[config.mk]
export PLATFORM = sky130hd
export DESIGN_NAME = ext_and_pin_change_irq
export DESIGN_NICKNAME = d
export VERILOG_FILES = /design/src/hdl/ext_and_pin_change_irq.v
export VERILOG_INCLUDE_DIRS = /design/src /design/src/hdl
export SDC_FILE = /design/constraint.sdc
export NUM_CORES = 1
export LEC_CHECK = 0
export BUFFER_PORTS_ARGS = -buffer_cell sky130_fd_sc_hd__buf_2
export CORE_MARGIN = 2
export CORE_UTILIZATION = 48
export DETAILED_ROUTE_END_ITERATION = 7
export GPL_TIMING_DRIVEN = 0
export PLACE_DENSITY = 0.75
export RECOVER_POWER = 25
export SLEW_MARGIN = 15
export SYNTH_ARGS = -nofsm -noshare
export SYNTH_HDL_FRONTEND = slang
export SYNTH_SLANG_ARGS = --single-unit
[constraint.sdc]
create_clock -name clock -period 1.6 [get_ports clock]
set_input_delay 0.4 -clock clock [delete_from_list [all_inputs] [get_ports clock]]
set_output_delay 0.4 -clock clock [all_outputs]
set_load 0.03 [all_outputs]
[src/hdl/ext_pin_irq_consts.vh]
`ifndef EXT_PIN_IRQ_CONSTS_VH
`define EXT_PIN_IRQ_CONSTS_VH

// register byte addresses
`define ADDR_SENSE_CTRL 8'h00
`define ADDR_EXT_MASK 8'h04
`define ADDR_EXT_FLAGS 8'h08
`define ADDR_GROUP_ENABLE 8'h0c
`define ADDR_GROUP_FLAGS 8'h10
`define ADDR_GROUP0_MASK 8'h14
`define ADDR_GROUP1_MASK 8'h18
`define ADDR_GROUP2_MASK 8'h1c
`define ADDR_GROUP3_MASK 8'h20

// reset values
`define RESET_BYTE 8'h00
`define RESET_NIBBLE 4'h0
`define RESET_PAIR 2'h0
`define RESET_WORD 32'h0000_0000
`define RESET_WATCH 28'h000_0000

// field positions
`define LINE_A_SEL_HI 1
`define LINE_A_SEL_LO 0
`define LINE_B_SEL_HI 3
`define LINE_B_SEL_LO 2
`define LINE_A_BIT 0
`define LINE_B_BIT 1

// trigger select encodings
`define TRIG_LOW_LEVEL 2'h0
`define TRIG_ANY_CHANGE 2'h1
`define TRIG_FALLING 2'h2
`define TRIG_RISING 2'h3

// change input groups
`define G0_HI 7
`define G0_LO 0
`define G1_HI 15
`define G1_LO 8
`define G2_HI 23
`define G2_LO 16
`define G3_HI 27
`define G3_LO 24

// request vector order
`define VEC_LINE_A 0
`define VEC_LINE_B 1
`define VEC_GROUP0 2
`define VEC_GROUP3 5

`endif

[src/hdl/ext_and_pin_change_irq.v]
// Implementation choices: the placing of the registers and the APB register port.
`timescale 1ns/1ps
`include "ext_pin_irq_consts.vh"

module ext_and_pin_change_irq (
  // clock and reset
  input wire clock,
  input wire resetn,
  // apb slave
  input wire psel,
  input wire penable,
  input wire pwrite,
  input wire [7:0] paddr,
  input wire [31:0] pwdata,
  output reg [31:0] prdata,
  output wire pready,
  output wire pslverr,
  // pins
  input wire extLineA,
  input wire extLineB,
  input wire [27:0] changeWatchInputs,
  // processor side
  input wire globalIrqEnable,
  input wire [5:0] handlerEntry,
  output wire [5:0] irqRequest,
  output wire wakeRequest
);

  reg [7:0] senseCtrl;
  reg [1:0] extMask;
  reg [1:0] extFlags;
  reg [3:0] groupEnable;
  reg [3:0] groupFlags;
  reg [27:0] watchMask;
  reg [29:0] syncFirst;
  reg [29:0] syncSecond;
  reg [29:0] syncPrev;
  reg [31:0] next_prdata;
  reg [1:0] next_extFlags;
  reg [1:0] lineHit;
  reg [1:0] lineLevel;
  reg addrOk;
  integer i;

  wire setupPhase = psel & ~penable;
  wire writeDone = psel & penable & pwrite & addrOk;
  wire [29:0] cur = syncSecond;
  wire [27:0] watchChange = (cur[27:0] ^ syncPrev[27:0]) & watchMask;
  wire [3:0] groupChange;
  wire [3:0] next_groupFlags;

  assign pready = 1'b1;
  assign pslverr = psel & penable & ~addrOk;

  // two flops on every pin before any logic
  always @(posedge clock or negedge resetn) begin
    if (!resetn) begin
      syncFirst <= 30'h0000_0000;
      syncSecond <= 30'h0000_0000;
      syncPrev <= 30'h0000_0000;
    end else begin
      syncFirst <= {extLineB, extLineA, changeWatchInputs};
      syncSecond <= syncFirst;
      syncPrev <= syncSecond;
    end
  end

  always @* begin
    case (paddr)
      `ADDR_SENSE_CTRL, `ADDR_EXT_MASK, `ADDR_EXT_FLAGS, `ADDR_GROUP_ENABLE,
      `ADDR_GROUP_FLAGS, `ADDR_GROUP0_MASK, `ADDR_GROUP1_MASK, `ADDR_GROUP2_MASK,
      `ADDR_GROUP3_MASK: addrOk = 1'b1;
      default: addrOk = 1'b0;
    endcase
  end

  // read mux; upper bits stay zero
  always @* begin
    next_prdata = `RESET_WORD;
    case (paddr)
      `ADDR_SENSE_CTRL: next_prdata[3:0] = senseCtrl[3:0];
      `ADDR_EXT_MASK: next_prdata[1:0] = extMask;
      `ADDR_EXT_FLAGS: next_prdata[1:0] = extFlags;
      `ADDR_GROUP_ENABLE: next_prdata[3:0] = groupEnable;
      `ADDR_GROUP_FLAGS: next_prdata[3:0] = groupFlags;
      `ADDR_GROUP0_MASK: next_prdata[7:0] = watchMask[`G0_HI:`G0_LO];
      `ADDR_GROUP1_MASK: next_prdata[7:0] = watchMask[`G1_HI:`G1_LO];
      `ADDR_GROUP2_MASK: next_prdata[7:0] = watchMask[`G2_HI:`G2_LO];
      `ADDR_GROUP3_MASK: next_prdata[3:0] = watchMask[`G3_HI:`G3_LO];
      default: next_prdata = `RESET_WORD;
    endcase
  end

  // trigger decode per external line
  always @* begin
    next_extFlags = extFlags;
    lineHit = 2'h0;
    lineLevel = 2'h0;
    for (i = 0; i < 2; i = i + 1) begin
      case (i == `LINE_B_BIT ? senseCtrl[`LINE_B_SEL_HI:`LINE_B_SEL_LO]
                             : senseCtrl[`LINE_A_SEL_HI:`LINE_A_SEL_LO])
        `TRIG_LOW_LEVEL: begin
          lineHit[i] = 1'b0;
          lineLevel[i] = ~cur[28 + i];
        end
        `TRIG_ANY_CHANGE: lineHit[i] = cur[28 + i] ^ syncPrev[28 + i];
        `TRIG_FALLING: lineHit[i] = syncPrev[28 + i] & ~cur[28 + i];
        `TRIG_RISING: lineHit[i] = ~syncPrev[28 + i] & cur[28 + i];
        default: lineHit[i] = 1'b0;
      endcase
      if (lineLevel[i] || (i == `LINE_B_BIT ?
          senseCtrl[`LINE_B_SEL_HI:`LINE_B_SEL_LO] == `TRIG_LOW_LEVEL :
          senseCtrl[`LINE_A_SEL_HI:`LINE_A_SEL_LO] == `TRIG_LOW_LEVEL))
        next_extFlags[i] = 1'b0;
      else if (lineHit[i])
        next_extFlags[i] = 1'b1;
      else if (handlerEntry[`VEC_LINE_A + i] ||
               (writeDone && paddr == `ADDR_EXT_FLAGS && pwdata[i]))
        next_extFlags[i] = 1'b0;
    end
  end

  assign groupChange[0] = |watchChange[`G0_HI:`G0_LO];
  assign groupChange[1] = |watchChange[`G1_HI:`G1_LO];
  assign groupChange[2] = |watchChange[`G2_HI:`G2_LO];
  assign groupChange[3] = |watchChange[`G3_HI:`G3_LO];

  // set wins over clear; writing zero keeps the flag
  genvar g;
  generate
    for (g = 0; g < 4; g = g + 1) begin : groupFlag
      assign next_groupFlags[g] = groupChange[g] | (groupFlags[g] &
        ~(handlerEntry[`VEC_GROUP0 + g] |
          (writeDone & (paddr == `ADDR_GROUP_FLAGS) & pwdata[g])));
    end
  endgenerate

  always @(posedge clock or negedge resetn) begin
    if (!resetn) begin
      senseCtrl <= `RESET_BYTE;
      extMask <= `RESET_PAIR;
      extFlags <= `RESET_PAIR;
      groupEnable <= `RESET_NIBBLE;
      groupFlags <= `RESET_NIBBLE;
      watchMask <= `RESET_WATCH;
      prdata <= `RESET_WORD;
    end else begin
      extFlags <= next_extFlags;
      groupFlags <= next_groupFlags;
      if (setupPhase)
        prdata <= next_prdata;
      if (writeDone) begin
        case (paddr)
          `ADDR_SENSE_CTRL: senseCtrl <= {4'h0, pwdata[3:0]};
          `ADDR_EXT_MASK: extMask <= pwdata[1:0];
          `ADDR_GROUP_ENABLE: groupEnable <= pwdata[3:0];
          `ADDR_GROUP0_MASK: watchMask[`G0_HI:`G0_LO] <= pwdata[7:0];
          `ADDR_GROUP1_MASK: watchMask[`G1_HI:`G1_LO] <= pwdata[7:0];
          `ADDR_GROUP2_MASK: watchMask[`G2_HI:`G2_LO] <= pwdata[7:0];
          `ADDR_GROUP3_MASK: watchMask[`G3_HI:`G3_LO] <= pwdata[3:0];
          default: senseCtrl <= senseCtrl;
        endcase
      end
    end
  end

  // one request line per source
  assign irqRequest[`VEC_LINE_A] = globalIrqEnable & extMask[`LINE_A_BIT] &
    (extFlags[`LINE_A_BIT] | lineLevel[`LINE_A_BIT]);
  assign irqRequest[`VEC_LINE_B] = globalIrqEnable & extMask[`LINE_B_BIT] &
    (extFlags[`LINE_B_BIT] | lineLevel[`LINE_B_BIT]);
  assign irqRequest[`VEC_GROUP3:`VEC_GROUP0] =
    {4{globalIrqEnable}} & groupEnable & groupFlags;

  // wake does not need the global enable
  assign wakeRequest = |(groupEnable & groupFlags) |
    |(extMask & (extFlags | lineLevel));

endmodule

==> flow_metrics.py <==
metrics = {
    "power": {
        "power.density_mw_per_mm2": 1140,
        "total_power_mw": 8.47,
        "ir_drop_mv": 0.794,
        "leakage_nw": 3.67,
    },
    "sta": {
        "layout_setup_ws_ns": -0.197,
        "tightest_slew_ns": 0.613,
        "slew_headroom": 0.591,
        "clock.fmax_mhz": 556,
        "rsz0062_at_grt": "true",
        "finalHoldViolCount": 0,
        "fin_skew_ns": 0.00481,
        "final.period_utilization": 1.12,
        "setup-tns-final_ns": -1.19,
        "holdWs_ns": 0.0983,
        "setup_viol": 19,
        "drv_slew": 0,
        "fin_crit_ns": 1.80,
    },
    "cts": {
        "cts_root_buffer": "clkbuf_16",
        "clk_latency_ns": 0.40,
        "cts_tree": "yes",
        "cts_buffers": 17,
        "clkSlewWorstSetupHoldPaths_ns": 0.06,
        "cts_max_level": 4,
        "clockBufferDepth": 2,
        "clock_sinks": 142,
    },
    "floorplan": {
        "rows": 39,
        "start_util": 0.489,
        "io_pins": 123,
        "core-area_sq_mm": 0.0113,
        "die_x_um": 111,
        "dieArea_sq_mm": 0.0124,
        "die_h_um": 111,
    },
    "worst_setup_path": {
        "required_ns": 1.20,
        "r2r_setup_slack_ns": 0.06,
        "rr_endpoint": "prdata[0]",
        "worstReg2RegStart": "groupFlags[0]",
        "end_kind": "output pin",
        "path_max_fanout": 2,
        "startpoint_type": "flop",
        "ff2ff_path_depth": 6,
        "crit_type": "flop to output pin",
        "worstPathArrival_ns": 1.40,
    },
    "synth": {
        "ys_top_cells_by_count": "dfrtp_1, mux2_2, xor2_1",
        "yosysMostFrequentCell": "dfrtp_1",
        "seq_area_frac_synth": 0.642,
        "syn_area_sq_mm": 0.00554,
        "synth_ff_type": "dfrtp_1",
        "synth.largest_area_cell": "dfrtp_1",
        "async_flop_share": 1.00,
        "yosysWarnings": 0,
        "synth_area_leaders": "dfrtp_1, mux2_2, xor2_1",
        "yosysTopAreaCellShare": 0.642,
        "yosysUniqueCellTypes": 41,
        "ys_ff_latch": 142,
        "syn_area_per_cell_sq_um": 13.8,
        "synthCells": 401,
        "synth_edf_count": 0,
    },
    "detailed_routing": {
        "dr.pass1.iters": 6,
        "drc": 0,
        "totalWireLength_mm": 11.7,
        "num_vias": 3571,
        "wl_per_cell_um": 16.7,
        "via_per_inst": 5.09,
        "antenna_left": 0,
        "drt-initial-drc-count": 238,
    },
    "grt": {
        "track_usage": 0.197,
        "antenna_found_initial": 0,
        "grt_overflow_total": 0,
        "grt_start_max_net_pins": 85,
        "grt_first_pass_wirelength_mm": 18.8,
        "first_global_vias": 3600,
    },
    "placement": {
        "pre_cts_ws_ns": -0.730,
        "hpwl_mm": 7.76,
        "port_buffers": 69,
        "gp_congestion": 0.866,
    },
    "worst_hold_path": {
        "hp-class": "input pin to flop",
        "hp-start": "changeWatchInputs[12]",
        "hold_path_depth": 1,
        "hold_end": "syncFirst[12]",
    },
    "status": {
        "violations": "setup timing",
        "status": "complete, but fails checks",
    },
    "final_layout": {
        "final_util": 0.656,
        "nets": 631,
        "layout-drive-gt1-share": 0.434,
        "n_antenna_cell": 0,
        "area_growth_pct": 34.0,
    },
    "flow_run": {
        "drv_cap": 0,
    },
}
-- cell usage in the layout, fill, tap and decap left out, types with 4 or more instances in the layout --
| master | n |
|---|---|
| inv_1 | 11 |
| xor2_1 | 28 |
| mux2_4 | 11 |
| a21oi_1 | 5 |
| bufinv_16 | 4 |
| buf_4 | 56 |
| mux2i_1 | 4 |
| nand2_2 | 4 |
| nor2_1 | 9 |
| ha_1 | 4 |
| conb_1 | 25 |
| mux2_2 | 33 |
| and3_1 | 4 |
| clkbuf_16 | 18 |
| nand3b_1 | 4 |
| buf_12 | 5 |
| o21ai_0 | 4 |
| clkbuf_1 | 8 |
| nand4_1 | 6 |
| a22oi_1 | 16 |
| nand2_1 | 14 |
| nor3_4 | 6 |
| buf_2 | 58 |
| buf_6 | 8 |
| clkinvlp_4 | 4 |
| dfrtp_1 | 139 |
| a22o_1 | 8 |
-- state kept, by name (all words and copies together) (netlist names), 4 cells and up --
name / cells
cur: 30
groupEnable: 4
groupFlags: 4
prdata: 8
senseCtrl: 4
syncFirst: 30
syncPrev: 30
watchMask: 28
-- metrics by stage --
step	instance area (sq um)	std cells
2_1_floorplan	5700	424
3_3_place_gp	6220	636
3_5_place_dp	6260	637
4_1_cts	7160	679
5_1_grt	7420	701
6_report	7420	701
-- worst max-delay path by stage --
stage | slack [ns] | end | startpoint | cells past startpoint
floorplan | -0.34 | watchMask[10] | paddr[1] | 5
global placement | -1.65 | syncFirst[28] | resetn | 1
detailed placement | -0.73 | watchMask[8] | paddr[1] | 6
CTS | -0.21 | irqRequest[0] | senseCtrl[1] | 4
global route | -0.26 | irqRequest[1] | senseCtrl[3] | 4
finish | -0.20 | irqRequest[0] | senseCtrl[1] | 4
-- power by group --
group          internal [mW]  switching [mW]
Combinational          0.255           0.341
Sequential              3.72          0.0727
Clock                   2.61            1.46
Total                   6.59            1.87
-- worst max-delay path, cell delays in order, from the launching register on --
cell and delay, ns:
dfrtp_2 0.42, nor3_4 0.19, o21ai_2 0.08, nor2_1 0.11, buf_4 0.18
-- cells by family (layout without fill, tap and decap cells) --
kind of cell	Yosys count	count (layout)	share of synthesized area
other cells	2	25	0.00136
mux	51	51	0.109
fa+ha+maj	4	4	0.00904
buf+inv	47	181	0.0495
simple gates	73	73	0.0743
compound gates	54	54	0.0712
xor+xnor	28	28	0.0443
flops	142	142	0.642
-- repair_timing --
item,4_1_cts,5_1_grt
hold buffers,1,0
resized for setup,52,27
pin swaps,4,6
endpoints found under the setup margin,52,53
endpoints found under the hold margin,58,0
setup buffers,9,23
-- metal layers --
metal	wire length, um	up-vias	GRT usage
li1	-	1664	-
met2	5870	126	0.317
met3	698	12	0.0512
met4	148	0	0.0593
met1	4970	1769	0.266
met5	0	-	0
-- area by class of cell --
type                            instances  area, sq um
Buffer                                 35          297
Clock buffer                           19          433
Clock inverter                         13          186
Multi-Input combinational cell        235         2030
Fill cell                             845         3900
Tap cell                              143          179
Sequential cell                       142         3560
Timing Repair Buffer                  103          702
Inverter                               11         41.3
No activity file was read; power rests on OpenSTA's default activity.
